==> config.mk <==
export PLATFORM = sky130hd
export DESIGN_NAME = csp_serial_port
export DESIGN_NICKNAME = d
export VERILOG_FILES = /design/src/design/csp_pkg.sv /design/src/design/csp_fifo.sv /design/src/design/csp_serial_port.sv
export SDC_FILE = /design/constraint.sdc
export NUM_CORES = 1
export LEC_CHECK = 0
export ABC_AREA = 1
export BUFFER_PORTS_ARGS = -buffer_cell sky130_fd_sc_hd__buf_4
export CORE_ASPECT_RATIO = 0.7
export CORE_UTILIZATION = 52
export DETAILED_ROUTE_END_ITERATION = 8
export HOLD_SLACK_MARGIN = 0.08
export PLACE_DENSITY = 0.71
export SLEW_MARGIN = 20
export SYNTH_ARGS = -nofsm -noshare
export SYNTH_HDL_FRONTEND = slang
export SYNTH_SLANG_ARGS = --single-unit
==> constraint.sdc <==
create_clock -name clk_in -period 3.1 [get_ports clk_in]
set_clock_uncertainty 0.05 [all_clocks]
set_input_delay 0.465 -clock clk_in [delete_from_list [all_inputs] [get_ports clk_in]]
set_output_delay 0.465 -clock clk_in [all_outputs]
set_load 0.005 [all_outputs]
==> src/design/csp_pkg.sv <==
// csp_pkg: constants, carriers and states shared by the serial port block.
// assumes one clock domain (master clock) and pins synchronised in the block.
`default_nettype none

package csp_pkg;

    // ********************************************************************
    // frame geometry and widths
    // ********************************************************************
    localparam int WORD_W = 16;
    localparam int SLOT_BITS = 16;
    localparam int DEV_W = 4;
    localparam int DIV_W = 8;
    localparam int POS_W = 8;
    localparam int FIFO_DEPTH = 8;
    localparam logic [3:0] BIT_LAST = 4'hf;
    localparam logic [POS_W-1:0] POS_IDLE = 8'hff;
    localparam logic [POS_W-1:0] POS_SLOT_END = 8'h10;

    // ********************************************************************
    // pin vector positions and synchroniser reset value
    // ********************************************************************
    localparam int PIN_W = 6;
    localparam int PIN_MS = 0;
    localparam int PIN_SLEEP = 1;
    localparam int PIN_RST = 2;
    localparam int PIN_SCLK = 3;
    localparam int PIN_FS = 4;
    localparam int PIN_DIN = 5;
    localparam logic [PIN_W-1:0] PIN_SYNC_RST = 6'h00;

    // ********************************************************************
    // configuration defaults after reset
    // ********************************************************************
    localparam logic [DEV_W-1:0] DEV_M1_RST = 4'h0;
    localparam logic [DIV_W-1:0] HALF_DIV_RST = 8'h04;

    // cascade size minus one, and master clocks per shift-clock half
    typedef struct packed {
        logic [DEV_W-1:0] dev_m1;
        logic [DIV_W-1:0] half_div;
    } csp_cfg_t;

    // output side of a two-way pin
    typedef struct packed {
        logic o;
        logic oe;
    } csp_pin_t;

    typedef enum logic [0:0] {
        CSP_IDLE,
        CSP_FRAME
    } csp_state_t;

endpackage

`default_nettype wire

==> src/design/csp_fifo.sv <==
// csp_fifo: synchronous word FIFO with valid/ready on both sides.
// assumes depth is a power of two; clear_in empties it on the next edge.
`timescale 1ns/1ps
`default_nettype none

module csp_fifo #(
    parameter int WIDTH = 16,
    parameter int DEPTH = 8
) (
    input wire logic clk_in,
    input wire logic rst_b_in,
    input wire logic clear_in,
    input wire logic [WIDTH-1:0] in_data_in,
    input wire logic in_valid_in,
    output logic in_ready_out,
    output logic [WIDTH-1:0] out_data_out,
    output logic out_valid_out,
    input wire logic out_ready_in
);
    localparam int AW = $clog2(DEPTH);

    logic [WIDTH-1:0] mem_r [DEPTH];
    logic [AW:0] wr_ptr_r;
    logic [AW:0] rd_ptr_r;
    logic full;
    logic empty;
    logic push;
    logic pop;

    // extra pointer bit tells full from empty
    assign empty = (wr_ptr_r == rd_ptr_r);
    assign full = (wr_ptr_r[AW] != rd_ptr_r[AW]) &&
                  (wr_ptr_r[AW-1:0] == rd_ptr_r[AW-1:0]);
    assign in_ready_out = !full;
    assign out_valid_out = !empty;
    assign out_data_out = mem_r[rd_ptr_r[AW-1:0]];
    assign push = in_valid_in && !full;
    assign pop = out_ready_in && !empty;

    always_ff @(posedge clk_in) begin
        if (push) begin
            mem_r[wr_ptr_r[AW-1:0]] <= in_data_in;
        end
    end

    always_ff @(posedge clk_in or negedge rst_b_in) begin
        if (!rst_b_in) begin
            wr_ptr_r <= '0;
            rd_ptr_r <= '0;
        end else if (clear_in) begin
            wr_ptr_r <= '0;
            rd_ptr_r <= '0;
        end else begin
            if (push) begin
                wr_ptr_r <= wr_ptr_r + 1'b1;
            end
            if (pop) begin
                rd_ptr_r <= rd_ptr_r + 1'b1;
            end
        end
    end

endmodule

`default_nettype wire

==> src/design/csp_serial_port.sv <==
// csp_serial_port: codec serial data port, pin side.
// master role makes shift clock and frame sync from the master clock;
// slave role follows both from the processor. all logic on clk_in.
// assumes clk_in is the master clock and pins are asynchronous to it.
`timescale 1ns/1ps
`default_nettype none

// Contract
// - master/slave pin high selects master role
// - sleep_n low disables port, stops clocks
// - configuration kept; resume after sleep_n high
// - sleep clears counters only, not configuration
// - hardware reset loads defaults everywhere
// - master shift clock is fs times 16 times cascade
// - data shifted only inside frame-sync interval
// - all internal clocks derived from master clock
// - sample data input on falling shift edge
// - launch on rising edge; output off outside frame
// - transfer starts at fs fall, 16 clocks
// - master drives fs low in slot; slave follows
module csp_serial_port #(
    parameter int FIFO_DEPTH = csp_pkg::FIFO_DEPTH
) (
    input wire logic clk_in,
    input wire logic rst_b_in,
    input wire logic master_sel_in,
    input wire logic sleep_n_in,
    input wire logic hw_reset_n_in,
    input wire logic sclk_in,
    output csp_pkg::csp_pin_t sclk_out,
    input wire logic frame_sync_in,
    output csp_pkg::csp_pin_t frame_sync_out,
    input wire logic sdin_in,
    output csp_pkg::csp_pin_t sdout_out,
    input wire csp_pkg::csp_cfg_t cfg_in,
    input wire logic cfg_load_in,
    output csp_pkg::csp_cfg_t cfg_out,
    input wire logic [csp_pkg::WORD_W-1:0] tx_data_in,
    input wire logic tx_valid_in,
    output logic tx_ready_out,
    output logic [csp_pkg::WORD_W-1:0] rx_data_out,
    output logic rx_valid_out,
    output logic awake_out
);
    import csp_pkg::*;

    // ********************************************************************
    // declarations
    // ********************************************************************
    logic [PIN_W-1:0] pins;
    logic [PIN_W-1:0] sync1_r;
    logic [PIN_W-1:0] sync2_r;
    logic hw_rst;
    logic awake;
    logic master;
    logic run_master;
    csp_cfg_t cfg_r;
    logic [DIV_W-1:0] div_cnt_r;
    logic sclk_r;
    logic fs_r;
    logic [POS_W-1:0] pos_r;
    logic [POS_W-1:0] pos_last;
    logic [POS_W-1:0] pos_nxt;
    logic tick;
    logic m_rise;
    logic m_fall;
    logic sclk_d_r;
    logic s_rise;
    logic s_fall;
    logic sclk_rise;
    logic sclk_fall;
    logic fs_low_rise;
    logic fs_low_fall;
    csp_state_t state_r;
    logic [3:0] tx_cnt_r;
    logic [3:0] rx_cnt_r;
    logic [WORD_W-1:0] tx_sh_r;
    logic [WORD_W-1:0] rx_sh_r;
    logic sdout_r;
    logic sdout_oe_r;
    logic start;
    logic [WORD_W-1:0] fifo_data;
    logic fifo_valid;
    logic fifo_pop;
    logic [WORD_W-1:0] load_word;

    // true while slot position lies in this device's 16-bit window
    function automatic logic in_slot(input logic [POS_W-1:0] pos);
        in_slot = (pos < POS_SLOT_END);
    endfunction

    // ********************************************************************
    // pin synchronisers
    // ********************************************************************
    assign pins = {sdin_in, frame_sync_in, sclk_in, hw_reset_n_in,
                   sleep_n_in, master_sel_in};

    // first stage feeds only the second stage
    always_ff @(posedge clk_in or negedge rst_b_in) begin
        if (!rst_b_in) begin
            sync1_r <= PIN_SYNC_RST;
            sync2_r <= PIN_SYNC_RST;
        end else begin
            sync1_r <= pins;
            sync2_r <= sync1_r;
        end
    end

    assign hw_rst = !sync2_r[PIN_RST];
    assign awake = sync2_r[PIN_SLEEP] && !hw_rst;
    assign master = sync2_r[PIN_MS];
    assign run_master = master && awake;
    assign awake_out = awake;

    // ********************************************************************
    // configuration: survives sleep, defaulted by hardware reset
    // ********************************************************************
    always_ff @(posedge clk_in or negedge rst_b_in) begin
        if (!rst_b_in) begin
            cfg_r.dev_m1 <= DEV_M1_RST;
            cfg_r.half_div <= HALF_DIV_RST;
        end else if (hw_rst) begin
            cfg_r.dev_m1 <= DEV_M1_RST;
            cfg_r.half_div <= HALF_DIV_RST;
        end else if (cfg_load_in) begin
            cfg_r <= cfg_in;
        end
    end

    assign cfg_out = cfg_r;

    // ********************************************************************
    // master role: shift clock and frame sync generator
    // ********************************************************************
    // frame is 16 bits per cascaded codec, so last slot index is
    // {devices-1, 1111}
    assign pos_last = {cfg_r.dev_m1, BIT_LAST};
    assign pos_nxt = (pos_r >= pos_last) ? '0 : pos_r + 1'b1;
    // half_div of zero behaves as one, never a stuck clock
    assign tick = (div_cnt_r + 1'b1 >= cfg_r.half_div);
    assign m_rise = tick && !sclk_r;
    assign m_fall = tick && sclk_r;

    always_ff @(posedge clk_in or negedge rst_b_in) begin
        if (!rst_b_in) begin
            div_cnt_r <= '0;
            sclk_r <= 1'b0;
        end else if (hw_rst || !run_master) begin
            div_cnt_r <= '0;
            sclk_r <= 1'b0;
        end else if (tick) begin
            div_cnt_r <= '0;
            sclk_r <= !sclk_r;
        end else begin
            div_cnt_r <= div_cnt_r + 1'b1;
        end
    end

    // frame sync moves on the rising edge so the processor sees it
    // settled at the following falling edge
    always_ff @(posedge clk_in or negedge rst_b_in) begin
        if (!rst_b_in) begin
            pos_r <= POS_IDLE;
            fs_r <= 1'b1;
        end else if (hw_rst || !run_master) begin
            pos_r <= POS_IDLE;
            fs_r <= 1'b1;
        end else if (m_rise) begin
            pos_r <= pos_nxt;
            fs_r <= !in_slot(pos_nxt);
        end
    end

    // ********************************************************************
    // slave role: edges of the external shift clock
    // ********************************************************************
    // the external clock must be locked to clk_in and slow enough for
    // the synchronised copy to show each level for a cycle
    always_ff @(posedge clk_in or negedge rst_b_in) begin
        if (!rst_b_in) begin
            sclk_d_r <= 1'b0;
        end else begin
            sclk_d_r <= sync2_r[PIN_SCLK];
        end
    end

    assign s_rise = sync2_r[PIN_SCLK] && !sclk_d_r;
    assign s_fall = !sync2_r[PIN_SCLK] && sclk_d_r;

    // ********************************************************************
    // shared edge and frame selection
    // ********************************************************************
    assign sclk_rise = awake && (master ? m_rise : s_rise);
    assign sclk_fall = awake && (master ? m_fall : s_fall);
    assign fs_low_rise = master ? in_slot(pos_nxt) : !sync2_r[PIN_FS];
    assign fs_low_fall = master ? !fs_r : !sync2_r[PIN_FS];

    // ********************************************************************
    // transmit word source
    // ********************************************************************
    // a frame starts at the first rising edge seen with frame sync low;
    // back to back frames follow when sync stays low past bit 15
    assign start = sclk_rise && fs_low_rise &&
                   (state_r == CSP_IDLE || tx_cnt_r == BIT_LAST);
    assign fifo_pop = start && fifo_valid;
    // an empty buffer sends a zero word rather than stalling the frame
    assign load_word = fifo_valid ? fifo_data : '0;

    csp_fifo #(
        .WIDTH(WORD_W),
        .DEPTH(FIFO_DEPTH)
    ) u_tx_fifo (
        .clk_in(clk_in),
        .rst_b_in(rst_b_in),
        .clear_in(hw_rst),
        .in_data_in(tx_data_in),
        .in_valid_in(tx_valid_in),
        .in_ready_out(tx_ready_out),
        .out_data_out(fifo_data),
        .out_valid_out(fifo_valid),
        .out_ready_in(fifo_pop)
    );

    // ********************************************************************
    // frame state and transmit shifter
    // ********************************************************************
    always_ff @(posedge clk_in or negedge rst_b_in) begin
        if (!rst_b_in) begin
            state_r <= CSP_IDLE;
            tx_cnt_r <= '0;
        end else if (hw_rst || !awake) begin
            state_r <= CSP_IDLE;
            tx_cnt_r <= '0;
        end else if (start) begin
            state_r <= CSP_FRAME;
            tx_cnt_r <= '0;
        end else if (!fs_low_fall) begin
            // a slave frame cut short by sync must not block the next one
            state_r <= CSP_IDLE;
            tx_cnt_r <= '0;
        end else if (sclk_rise && state_r == CSP_FRAME) begin
            if (tx_cnt_r == BIT_LAST) begin
                state_r <= CSP_IDLE;
                tx_cnt_r <= '0;
            end else begin
                tx_cnt_r <= tx_cnt_r + 1'b1;
            end
        end
    end

    // shift contents are data, not counters, so sleep leaves them
    always_ff @(posedge clk_in or negedge rst_b_in) begin
        if (!rst_b_in) begin
            tx_sh_r <= '0;
            sdout_r <= 1'b0;
        end else if (hw_rst) begin
            tx_sh_r <= '0;
            sdout_r <= 1'b0;
        end else if (start) begin
            tx_sh_r <= {load_word[WORD_W-2:0], 1'b0};
            sdout_r <= load_word[WORD_W-1];
        end else if (sclk_rise && state_r == CSP_FRAME &&
                     tx_cnt_r != BIT_LAST) begin
            tx_sh_r <= {tx_sh_r[WORD_W-2:0], 1'b0};
            sdout_r <= tx_sh_r[WORD_W-1];
        end
    end

    always_ff @(posedge clk_in or negedge rst_b_in) begin
        if (!rst_b_in) begin
            sdout_oe_r <= 1'b0;
        end else if (hw_rst || !awake) begin
            sdout_oe_r <= 1'b0;
        end else if (start) begin
            sdout_oe_r <= 1'b1;
        end else if (!fs_low_fall) begin
            // slave clock may stop after bit 0, so sync high ends the drive
            sdout_oe_r <= 1'b0;
        end else if (sclk_rise && tx_cnt_r == BIT_LAST) begin
            sdout_oe_r <= 1'b0;
        end
    end

    // ********************************************************************
    // receive shifter
    // ********************************************************************
    always_ff @(posedge clk_in or negedge rst_b_in) begin
        if (!rst_b_in) begin
            rx_cnt_r <= '0;
        end else if (hw_rst || !awake || start) begin
            rx_cnt_r <= '0;
        end else if (sclk_fall && state_r == CSP_FRAME && fs_low_fall) begin
            rx_cnt_r <= rx_cnt_r + 1'b1;
        end
    end

    always_ff @(posedge clk_in or negedge rst_b_in) begin
        if (!rst_b_in) begin
            rx_sh_r <= '0;
        end else if (hw_rst) begin
            rx_sh_r <= '0;
        end else if (sclk_fall && state_r == CSP_FRAME && fs_low_fall) begin
            rx_sh_r <= {rx_sh_r[WORD_W-2:0], sync2_r[PIN_DIN]};
        end
    end

    // word handed out on the falling edge that takes its last bit
    always_ff @(posedge clk_in or negedge rst_b_in) begin
        if (!rst_b_in) begin
            rx_data_out <= '0;
            rx_valid_out <= 1'b0;
        end else if (hw_rst) begin
            rx_data_out <= '0;
            rx_valid_out <= 1'b0;
        end else begin
            rx_valid_out <= 1'b0;
            if (sclk_fall && state_r == CSP_FRAME && fs_low_fall &&
                rx_cnt_r == BIT_LAST) begin
                rx_data_out <= {rx_sh_r[WORD_W-2:0], sync2_r[PIN_DIN]};
                rx_valid_out <= 1'b1;
            end
        end
    end

    // ********************************************************************
    // pin drivers
    // ********************************************************************
    assign sclk_out = '{o: sclk_r, oe: run_master};
    assign frame_sync_out = '{o: fs_r, oe: run_master};
    assign sdout_out = '{o: sdout_r, oe: sdout_oe_r};

endmodule

`default_nettype wire

==> results.md, run 1 <==
- The routability congestion estimate is 0.8156.
- The area of the core is 0.01913 sq mm.
- The total instance count after detailed placement is 1298.
- The flow ran to the end, and the final reports show no timing, DRC or antenna violations.
- The initial core utilization is 0.5374.
- The largest single stage delay on the critical path is 0.40 ns.
- Traced cell by cell, the critical path runs through nand3_2 > nand3b_1 > nand3b_1 > xor2_2 > inv_1 > ha_1 > nand2_1 > o21a_1 > nand2_2 > nand2_1 > nand2_2 > nand2_4 > o21ai_4 > nor2_8 > nor2_4 > nand2_2 > nand2_1.
- The classification of the worst-slack hold path is in2reg.
- In this run the tool buffered the top-level ports with 74 buffer cells.
- The path depth of the worst reg2reg path is 17.
- During I/O placement, the number of pins put on the boundary was 75.
- Total power for the finished layout comes to 6.626 mW.
- 0 antenna diodes ended up in the layout.
- The detailed-route via count is 7269.
- The number of antenna violations at the first check in global routing is 0.
- The family with the most delay on the worst path is simple AND/OR/NAND/NOR gates.
- The ratio of total power to cell area is 544.5 mW/mm^2.
- Setup violations remaining at the end of the flow were counted as 0.
- The worst hold slack after final layout is 0.1335 ns.
- After global routing the overflow that remains totals 0.
- The synthesized instance count is 983.
- The number of levels in the clock H-tree is 1.
- The slowest cell on the critical path is dfrtp_1.
- The average footprint of a synthesized cell is 10.46 sq um.
- Clock-pin slew was measured on the worst setup and hold paths at 0.07 ns.
- The wire-length estimate of the detail-placed layout is 13.63 mm.
- Setup slack on the worst reg-to-reg path comes out at 0.17 ns.
- The root buffer cell is clkbuf_16.
- The final design utilization is 0.6362.
- The number of standard cells in the final layout excluding fillers is 1360.
- The worst pin sits at a relative slew slack of 0.4092.
- The worst setup timing slack at the placement stage is -0.06917 ns.
- The detailed router finished its first iteration with 604 violations.
- The final critical-path share of the clock period is 0.9456.
- Based on the critical path, the design can be clocked at up to 341.2 MHz.
- The detailed-routing iteration count for the pre-antenna-repair pass is 7.
- In this run the critical register-to-register path is launched from div_cnt_r[0]$_DFF_PN0_.
- The critical path data arrival time is 3.33 ns.
- The net count of the finished layout is 1136.
- Along the worst hold path, the cell count comes to 1.
- The maximum number of pins on one net before global-route repair is 67.
- The remaining design rule violation count is 0.
- The number of max-slew violations in the final report is 0.
- Across the run, the number of max-cap violations was 0.
- The layout overhead on the synthesized area is 18.38%.
- The longest clock path from root to sink contains 3 buffers.
- Yosys printed 0 warnings.
- The slew at the pin with the worst max-slew slack is 0.8862 ns.
- In this run the cell area of the synthesized design comes to 0.01028 sq mm.
- For this design, the sink count on the clock tree is 237.
- Counting both buffers and inverters, the worst setup path holds a total of 1.
- The width of the die is 170.1 microns.
- The setup path with the least slack is of type reg2reg.
- The leakage power is 5.338 nW.
- The number of nets in the synthesized netlist is 1039.
- After synthesis, the share of flip-flops with an asynchronous set or reset is 0.4599.
- After layout, the minimum clock period comes to 2.931 ns.
- Counting flops with a built-in enable in the synthesized netlist gives 128.
- The site row count is 42.
- The number of library cell types mapped by synthesis is 43.
- In the final layout, the share of cells above drive strength 1 is 0.1925.
- STA puts the critical path data required time at 3.50 ns.
- For this block, the routed nets add up to 21.96 mm of wire.
- The number of clock buffers added by TritonCTS is 22.
- The total of fill cells in the finished design is 1608.
- The most used flip-flop cell after synthesis is edfxtp_1.
- The nature of the critical path startpoint is a flip-flop.
- The number of global-route vias before repair came to 6931.
- Once routing completed, OpenROAD measured the worst setup slack at 0.1688 ns.
- After synthesis the netlist holds a flip-flop and latch count of 237.
- The startpoint of the most critical hold path is tx_data_in[3].
- The floorplan step defined a die boundary enclosing 0.02034 sq mm.
- Clock latency on the worst-skew pair, taken at its later pin, is 0.51 ns.
- For this run, the register share of the synthesized area comes to 0.6405.
- The floorplan die height is 119.6 microns.
- The global-route wire length before repair is 35.89 mm.
- Tracing the worst setup path back leads to its startpoint at div_cnt_r[0]$_DFF_PN0_.
- The detail route stage leaves a number of antenna-violating nets equal to 0.
- The worst-case IR drop observed on VDD is 0.0004406 V.
- The worst hold path terminates at u_tx_fifo.mem_r[4][3]$_DFFE_PP_.
- The biggest fanout along the worst timing path is 7.
- The number of hold violations in the final report is 0.
- The type of destination of the critical path is a flip-flop.
- Dividing the detail-routed via count by the number of cells gives 5.345.
- For this run, the total global-route usage over all layers was measured as 0.2236.
- The worst register-to-register path ends at tx_sh_r[14]$_DFFE_PN0P_.
- Dividing the detail-routed wire length by the instance count gives 16.15 microns.
- The CTS tree is done.
-- registers in the layout, summed over array words and instances, names as in the netlist, 4 cells and up --
name	flops
rx_cnt_r	4
sync1_r	6
pos_r	8
div_cnt_r	8
cfg_out	12
sync2_r	6
tx_cnt_r	4
u_tx_fifo.wr_ptr_r	4
tx_sh_r	15
rx_sh_r	15
u_tx_fifo.rd_ptr_r	4
rx_data_out	16
u_tx_fifo.mem_r	128
-- where the power goes --
part,internal [mW],switching (mW),leakage (nW)
Clock,1.55,1.14,0.358
Sequential,3.40,0.0331,2.61
Combinational,0.176,0.325,2.37
-- area by class of cell --
class	instances	area (sq um)	share of cell area
multi-input cells	628	3276	0.2692
well taps	264	330.3	0.02714
flip-flops and latches	237	6585	0.5411
repair buffers	122	989.7	0.08133
inverters	69	259.0	0.02128
clock buffers	28	603.1	0.04956
clock inverters	12	126.4	0.01038
-- worst max path at each step --
stage                                        to  slack (ns)  cells past startpoint
floorplan               tx_sh_r[10]$_DFFE_PN0P_        0.43                     18
global placement        rx_sh_r[11]$_DFFE_PN0P_        0.01                     16
detailed placement       rx_sh_r[7]$_DFFE_PN0P_       -0.07                     16
CTS                 rx_data_out[11]$_DFFE_PN0P_        0.07                     18
global route            tx_sh_r[12]$_DFFE_PN0P_       -0.04                     17
finish                  tx_sh_r[14]$_DFFE_PN0P_        0.17                     17
-- synth_stat cells (4+ instances only) --
cell type / n / area, sq um
nor2_4: 4 / 45.04
nand2_2: 13 / 81.33
buf_2: 7 / 35.03
o211ai_1: 4 / 30.03
o31ai_1: 9 / 67.56
inv_1: 66 / 247.7
o22ai_1: 27 / 168.9
nand2_1: 209 / 784.5
clkbuf_1: 30 / 112.6
a21oi_1: 20 / 100.1
dfrtp_1: 99 / 2477
o221ai_1: 6 / 52.55
nor3_1: 4 / 20.02
ha_1: 18 / 225.2
xor2_1: 13 / 113.9
dfstp_2: 10 / 262.8
nand3_1: 52 / 260.3
o21ai_0: 98 / 490.5
edfxtp_1: 128 / 3844
nor2_1: 108 / 405.4
buf_4: 10 / 75.07
o21ai_1: 8 / 40.04
or2_2: 5 / 31.28
-- routing by layer --
layer,global-route usage,share of wire,vias to the layer above,wire length [microns]
met5,0,0,-,0
met4,0.05236,0.019,0,409
met3,0.02770,0.059,27,1295
met2,0.3279,0.43,215,9515
met1,0.3542,0.49,3494,10740
li1,-,-,3533,-
-- repair_timing --
| item | in CTS | in global routing |
|---|---|---|
| pin swaps | 0 | 7 |
| hold buffers | 7 | 0 |
| setup endpoints to repair | 14 | 53 |
| hold endpoints to repair | 63 | 0 |
| setup buffers | 0 | 13 |
| gates cloned | 0 | 2 |
| gates resized for setup | 2 | 19 |
-- cell usage in the layout, fill, tap and decap left out, types with 20 or more instances in the layout --
cell       Yosys  final
nand2_1      209    203
nand3_1       52     51
clkbuf_16      0     22
a21oi_1       20     20
buf_4         10    109
inv_1         66     66
edfxtp_1     128    128
o22ai_1       27     27
dfrtp_1       99     98
o21ai_0       98     97
nor2_1       108    106
-- stage by stage --
stage,setup TNS [ns],area (sq um)
global placement,0,11160
floorplan,0,10280
CTS,0,11960
detailed placement,-0.5171,11160
global route,-0.4558,12170
finish,0,12170
-- cell families after synthesis --
group | Yosys count | synth area share
muxes | 1 | 0.001095
DFF | 237 | 0.6405
xor gates and xnor gates | 16 | 0.01436
and+or+nand+nor | 410 | 0.1737
AOI/OAI and AO/OA | 181 | 0.09944
adders and majority gates | 18 | 0.02191
buffers and inverters | 120 | 0.04905
No activity file was read; power rests on OpenSTA's default activity.
==> inputs of run 2 (changes only) <==
--- a/config.mk
+++ b/config.mk
@@ -12,6 +12,7 @@
 export DETAILED_ROUTE_END_ITERATION = 8
 export HOLD_SLACK_MARGIN = 0.08
 export PLACE_DENSITY = 0.71
+export SETUP_SLACK_MARGIN = 0.4
 export SLEW_MARGIN = 20
 export SYNTH_ARGS = -nofsm -noshare
 export SYNTH_HDL_FRONTEND = slang
==> run 2 against run 1 <==
Effect of this change: combinational power grew 6.6%; die area is the same; flip-flop and latch count is the same; setup slack gained 0.069 ns; non-clock buffer count grew 21; hold slack lost 0.0011 ns; total power grew 0.77%; first-iteration DRC count shrank 8.1%; clock-buffer cell count is the same.
==> results.md, run 2 (same netlist as run 1, synthesis figures left out) <==
- The biggest fanout along the worst timing path is 6 (-1).
- The final critical-path share of the clock period is 0.9234 (-0.02211).
- The ratio of total power to cell area is 526.4 mW/mm^2 (-3.3%).
- The site row count was 42 (unchanged).
- The total die area is 0.02034 sq mm (unchanged).
- The worst voltage drop across the vdd grid is 0.0004423 V (+0.41%).
- The area of the multi-input gates is 0.003496 sq mm (+6.7%).
- The library cells used most frequently in the layout, excluding fill and tap cells, are 174 x nand2_1, 128 x edfxtp_1, 109 x buf_4.
- Walking the worst path, the cells encountered are nand3_2 > nand3b_1 > nand3b_1 > xor2_2 > inv_2 > ha_4 > nand2_4 > o21a_1 > nand2_2 > inv_2 > o21ai_2 > nand2_2 > inv_2 > buf_8 > nand2_8 > buf_8 > nand3_1 > o21ai_0.
- The final design utilization came to 0.6631 (+0.02688).
- The residual antenna-violating net count after detailed routing is 0 (unchanged).
- The total of fill cells in the finished design came to 1536 (-4.5%).
- The area taken by flip-flops and latches is 0.006586 sq mm (about the same).
- The count of port buffers added during placement is 74 (unchanged).
- The maximum number of pins on one net before global-route repair came to 67 (unchanged).
- Setup repair after global routing could not meet its margin everywhere.
- The overall fraction of global-route tracks in use is 0.2299 (+0.006223).
- The final wirelength came to 23.25 mm (+5.9%).
- The flip-flop count of the largest register, all copies and words added is 128 (unchanged).
- The number of maximum-capacitance violations came to 0 (unchanged).
- The clock transition at the register clock pins on the worst setup and hold paths after CTS came to 0.07 ns (about the same).
- The net total in the final layout was 1155 (+1.7%).
- The count of buffer and inverter cells on the critical path is 5 (+4).
- The detailed-route via count is 7448 (+2.5%).
- The average routed wire per standard cell was 16.86 microns (+4.4%).
- The most common cell after layout, fill and taps aside is nand2_1.
- The number of hold violations in the final report is 0 (unchanged).
- The global-route wire length before repair came to 36.78 mm (+2.5%).
- The nature of the critical path startpoint is a flip-flop.
- In this design, the largest share of critical-path delay is due to simple AND/OR/NAND/NOR gates.
- The global-route congestion overflow total came to 0 (unchanged).
- The number of antenna violations at the first check in global routing was 0 (unchanged).
- The worst slew margin relative to its limit came to 0.3964 (-0.01282).
- The detailed-routing iteration count for the pre-antenna-repair pass is 5 (-2).
- The worst path setup slack after routing is 0.2373 ns (+0.06855 ns).
- The CTS tree is done.
- The number of DRC violations after detailed-routing iteration 0 was 555 (-8.1%).
- The type of destination of the critical path is a flip-flop.
- The clock latency reported for the late side of the worst-skew pair is 0.51 ns (about the same).
- The worst hold slack after final layout is 0.1324 ns (-0.001101 ns).
- The design area came to 0.01268 sq mm (+4.2%).
- The fraction of layout cells with a size suffix above 1 came to 0.2520 (+0.05950).
- The width of the die is 170.1 microns (unchanged).
- The placed standard-cell area is 0.01116 sq mm (unchanged).
- The total clock buffers created by CTS is 22 (unchanged).
- The classification of the worst-slack hold path is in2reg.
- The root buffer cell is clkbuf_16.
- The number of levels in the clock H-tree is 1 (unchanged).
- The cell repeated most along the worst path is inv_2.
- The worst setup timing slack at the placement stage is -0.06917 ns (unchanged).
- The run finished with clean final reports.
- The deepest clock path buffer count is 3 (unchanged).
- The remaining design rule violation count is 0 (unchanged).
- The number of max-slew violations in the final report is 0 (unchanged).
- The initial core utilization is 0.5374 (unchanged).
- The post-DP HPWL is 13.63 mm (unchanged).
- The leakage power is 5.566 nW (+4.3%).
- The vias per cell came to 5.401 (+1.1%).
- The largest individual stage delay along the critical path comes from the cell dfrtp_1.
- The CTS sink count is 237 (unchanged).
- The shortest clock period the worst path allows after layout was 2.863 ns (-0.06855 ns).
- The worst stage delay on the critical path is 0.42 ns (+0.02 ns).
- The final setup TNS is 0 ns (unchanged).
- The number of standard cells in the final layout excluding fillers is 1379 (+1.4%).
- The floorplan die height is 119.6 microns (unchanged).
- The maximum achievable frequency came to 349.3 MHz (+2.4%).
- The number of diodes is 0 (unchanged).
- The setup violation total in the final timing report is 0 (unchanged).
- The routability congestion estimate came to 0.8156 (unchanged).
- The critical path data arrival time is 3.20 ns (-0.13 ns).
- The layout overhead on the synthesized area is 23.38%.
- The sum of internal, switching and leakage power is 6.677 mW (+0.77%).
- The total instance count after detailed placement was 1298 (unchanged).
- The class of the most critical setup path is reg2reg.
- The slew at the pin with the worst max-slew slack is 0.9054 ns (+0.01923 ns).
- The area of the core is 0.01913 sq mm (unchanged).
- The data required time of the critical path is 3.44 ns (-0.06 ns).
- The number of global-route vias before repair is 7122 (+2.8%).
- The number of top-level pins was 75 (unchanged).
[run 2: changes by cell type in the layout (fill, tap and decap cells not counted), moves of 3 or more]
cell / before / now
buf_6: 1 / 15
inv_1: 66 / 63
inv_2: 2 / 5
nand2_1: 203 / 174
nand2_2: 18 / 40
nand2_4: 1 / 7
nand3_1: 51 / 48
nand3_2: 3 / 6
o21ai_0: 97 / 87
o21ai_1: 8 / 15
o21ai_2: 1 / 4
o31ai_1: 9 / 3
o31ai_2: 0 / 5
[run 2: where the power goes]
| group | switching (mW) | leakage [nW] | total (mW) | internal (mW) |
|---|---|---|---|---|
| clock | 1.15 | 0.358 | 2.71 | 1.55 |
| combinational | 0.340 | 2.60 | 0.534 | 0.194 |
| sequential | 0.0338 | 2.61 | 3.44 | 3.40 |
[run 2: final cells by class]
cell class	count	share of cell area
inverter	69	0.02042
clock buffer	28	0.04755
multi-input combinational	626	0.2756
clock inverter	12	0.009963
tap	264	0.02604
sequential	237	0.5193
timing repair buffer	143	0.1011
[run 2: path summary, 6_finish.rpt]
path                                             start                              end  slack, ns  cells after the start
worst max-delay path            div_cnt_r[2]$_DFF_PN0_      rx_data_out[11]$_DFFE_PN0P_       0.24                     18
worst min-delay path                     tx_data_in[3]  u_tx_fifo.mem_r[4][3]$_DFFE_PP_       0.13                      1
worst max register to register  div_cnt_r[2]$_DFF_PN0_      rx_data_out[11]$_DFFE_PN0P_       0.24                     18
worst min register to register    sync1_r[3]$_DFF_PN0_             sync2_r[3]$_DFF_PN0_       0.30                      0
max in group asynchronous                     rst_b_in             sync2_r[4]$_DFF_PN0_       1.69                      3
min in group asynchronous                     rst_b_in           cfg_out[8]$_DFFE_PN0P_       0.56                      2
[run 2: layer usage]
layer  track usage  share of wire  vias to the layer above
met5             0              0                        -
met1        0.3604           0.48                     3628
met4       0.05293          0.018                        0
met2        0.3422           0.45                      220
li1              -              -                     3573
met3       0.02770          0.057                       27
[run 2: timing repair]
action,4_1_cts,5_1_grt
endpoints found under the hold margin,63,0
setup endpoints to repair,61,69
pin swaps,15,26
buffers inserted,18,9
hold buffers,7,0
resized for setup,42,77
gates cloned,3,4
==> inputs of run 3 (changes only) <==
--- a/config.mk
+++ b/config.mk
@@ -12,7 +12,9 @@
 export DETAILED_ROUTE_END_ITERATION = 8
 export HOLD_SLACK_MARGIN = 0.08
 export PLACE_DENSITY = 0.71
+export RECOVER_POWER = 25
 export SETUP_SLACK_MARGIN = 0.4
+export SKIP_LAST_GASP = 1
 export SLEW_MARGIN = 20
 export SYNTH_ARGS = -nofsm -noshare
 export SYNTH_HDL_FRONTEND = slang
==> run 3 against run 2 <==
Effect of this change: global-route usage did not move; wire length rose by 0.22%; first-iteration DRC count rose by 16%; clock power barely moved; via count rose by 0.11%; critical path type unchanged; design area fell by 0.47%; combinational power fell by 1%; maximum frequency fell by 0.14%; die area did not move; flip-flop and latch count did not move.
==> results.md, run 3 (same netlist as run 1, synthesis figures left out) <==
- The number of global-route vias before repair came to 7122 (unchanged).
- The nature of the critical path startpoint is a flip-flop.
- The placed standard-cell area was 0.01116 sq mm (unchanged).
- The global-route wire length before repair is 36.78 mm (unchanged).
- The floorplan die height is 119.6 microns (unchanged).
- The ratio of total power to cell area is 528.3 mW/mm^2 (+0.36%).
- The register share of total power came to 0.515 (about the same).
- The worst slew margin relative to its limit is 0.3994 (+0.003030).
- Setup repair after global routing could not meet its margin everywhere.
- The number of hold violations in the final report was 0 (unchanged).
- The net switching component of the power was 1.529 mW (about the same).
- The type of destination of the critical path is a flip-flop.
- TritonCTS built the clock tree.
- In this design, the largest share of critical-path delay is due to simple AND/OR/NAND/NOR gates.
- The number of levels in the clock H-tree is 1 (unchanged).
- The initial core utilization is 0.5374 (unchanged).
- The maximum number of pins on one net before global-route repair is 67 (unchanged).
- The overall fraction of global-route tracks in use is 0.2299 (unchanged).
- The switching share of power was 0.2292 (+0.0004563).
- The global-route congestion overflow total came to 0 (unchanged).
- The maximum achievable frequency is 348.8 MHz (-0.14%).
- The final design utilization is 0.6599 (-0.003140).
- The worst hold path begins at cfg_in[2].
- In this run the clock root is driven by a clkbuf_16.
- The site row count came to 42 (unchanged).
- The average routed wire per standard cell was 16.89 microns (+0.22%).
- The slowest cell on the critical path is dfrtp_1.
- The biggest fanout along the worst timing path is 6 (unchanged).
- The width of the die was 170.1 microns (unchanged).
- The deepest clock path buffer count came to 3 (unchanged).
- The final wirelength is 23.30 mm (+0.22%).
- The worst voltage drop across the vdd grid is 0.0004438 V (+0.32%).
- The net total in the final layout came to 1155 (unchanged).
- The remaining design rule violation count is 0 (unchanged).
- The flip-flop count of the largest register, all copies and words added is 128 (unchanged).
- The sum of internal, switching and leakage power was 6.669 mW (-0.12%).
- The number of max-slew violations in the final report came to 0 (unchanged).
- The final critical-path share of the clock period was 0.9248 (+0.001316).
- The detailed-route via count is 7456 (+0.11%).
- The worst setup path is of the reg2reg kind.
- The signal on the critical path passes through nand3_2 > nand3b_1 > nand3b_1 > xor2_2 > inv_2 > ha_4 > nand2_4 > o21a_1 > nand2_2 > inv_2 > o21ai_2 > nand2_2 > inv_2 > buf_8 > nand2_8 > buf_8 > nand3_1 > o21ai_0.
- The run finished with clean final reports.
- The critical path data arrival time is 3.21 ns (about the same).
- The top cell types in the final layout, fill and taps aside, are 174 x nand2_1, 128 x edfxtp_1, 106 x nor2_1.
- The shortest clock period the worst path allows after layout was 2.867 ns (+0.004079 ns).
- The clock latency reported for the late side of the worst-skew pair is 0.51 ns (about the same).
- The classification of the worst-slack hold path is in2reg.
- The area of the core is 0.01913 sq mm (unchanged).
- The startpoint of the most critical setup path is div_cnt_r[2]$_DFF_PN0_.
- The total clock buffers created by CTS is 22 (unchanged).
- The total of fill cells in the finished design came to 1549 (+0.85%).
- The share of total power in combinational logic was 0.079 (about the same).
- The count of buffer and inverter cells on the critical path is 5 (unchanged).
- The setup violation total in the final timing report came to 0 (unchanged).
- The startpoint of the worst register-to-register path is div_cnt_r[2]$_DFF_PN0_.
- The number of diodes came to 0 (unchanged).
- The CTS sink count was 237 (unchanged).
- The layout overhead on the synthesized area is 22.80%.
- The clock transition at the register clock pins on the worst setup and hold paths after CTS came to 0.06 ns (about the same).
- The number of antenna violations at the first check in global routing is 0 (unchanged).
- The slew at the pin with the worst max-slew slack was 0.9009 ns (-0.004545 ns).
- The total die area is 0.02034 sq mm (unchanged).
- The leakage power came to 5.508 nW (-1.0%).
- The design area was 0.01262 sq mm (-0.47%).
- The cell-internal power is 5.141 mW (-0.17%).
- The most common cell after layout, fill and taps aside is nand2_1.
- The number of DRC violations after detailed-routing iteration 0 was 645 (+16%).
- The cell repeated most along the worst path is inv_2.
- The number of top-level pins is 75 (unchanged).
- The worst stage delay on the critical path is 0.42 ns (about the same).
- The detailed-routing iteration count for the pre-antenna-repair pass came to 5 (unchanged).
- The clock network power share is 0.406 (about the same).
- The data required time of the critical path is 3.44 ns (about the same).
- The post-DP HPWL came to 13.63 mm (unchanged).
- The fraction of layout cells with a size suffix above 1 is 0.2377 (-0.01435).
- The vias per cell is 5.407 (+0.11%).
- The count of port buffers added during placement was 74 (unchanged).
- The residual antenna-violating net count after detailed routing is 0 (unchanged).
- The number of maximum-capacitance violations is 0 (unchanged).
- The routability congestion estimate is 0.8156 (unchanged).
[run 3: cell count changes in the layout (fill, tap and decap cells not counted), sizes merged]
cell    delta
buf       -16
clkbuf    +16
[run 3: power groups by stage]
stage | clock network [mW] | registers, mW | logic, mW
3_3_place_gp | 0 | 3.50 | 0.463
3_5_place_dp | 0 | 3.50 | 0.471
5_1_grt | 2.87 | 3.44 | 0.585
2_1_floorplan | 0 | 3.49 | 0.274
4_1_cts | 2.75 | 3.44 | 0.502
6_report | 2.71 | 3.44 | 0.526
[run 3: final cells by class]
type / instances / area [sq um] / area share
clock buffers: 28 / 603.1 / 0.04777
clock inverters: 12 / 126.4 / 0.01001
inverters: 69 / 259.0 / 0.02052
multi-input cells: 626 / 3496 / 0.2769
flip-flops and latches: 237 / 6586 / 0.5218
well taps: 264 / 330.3 / 0.02617
repair buffers: 143 / 1222 / 0.09684
[run 3: final timing paths]
path / slack (ns) / depth (start not counted) / to
hold reg to reg: 0.30 / 0 / sync2_r[3]$_DFF_PN0_
setup / recovery: 0.23 / 18 / rx_data_out[11]$_DFFE_PN0P_
min in group asynchronous: 0.55 / 2 / cfg_out[8]$_DFFE_PN0P_
max in group asynchronous: 1.68 / 3 / rx_cnt_r[1]$_DFFE_PN0P_
setup reg to reg: 0.23 / 18 / rx_data_out[11]$_DFFE_PN0P_
hold / removal: 0.15 / 3 / cfg_out[2]$_DFFE_PN1P_
[run 3: layer usage]
layer / GRT usage / routed length [microns] / vias up
li1: - / - / 3570
met1: 0.3604 / 11140 / 3646
met2: 0.3422 / 10510 / 213
met3: 0.02770 / 1243 / 27
met4: 0.05293 / 409 / 0
met5: 0 / 0 / -
[run 3: worst min-delay path, delay by kind of cell]
family | cells | cell delay, ns
buffers and inverters | 1 | 0.08
AOI/OAI and AO/OA | 2 | 0.12
[run 3: what timing repair did]
item,in CTS,in global routing
setup endpoints to repair,61,69
pin swaps,15,26
hold buffers,7,0
setup buffers,18,9
gates resized for setup,42,77
hold endpoints to repair,63,0
cloned,3,4
[run 3: stage by stage]
stage                     std cells  hold WS [ns]  TNS [ns]  worst slack (ns)
after CTS                      1366        0.1177         0            0.2346
after detailed placement       1298        0.2870   -0.5171          -0.06917
after floorplan                 983        0.1194         0            0.4277
final                          1379        0.1485         0            0.2333
after global routing           1379        0.1484         0           0.03678
after global placement         1298        0.2833         0           0.01057
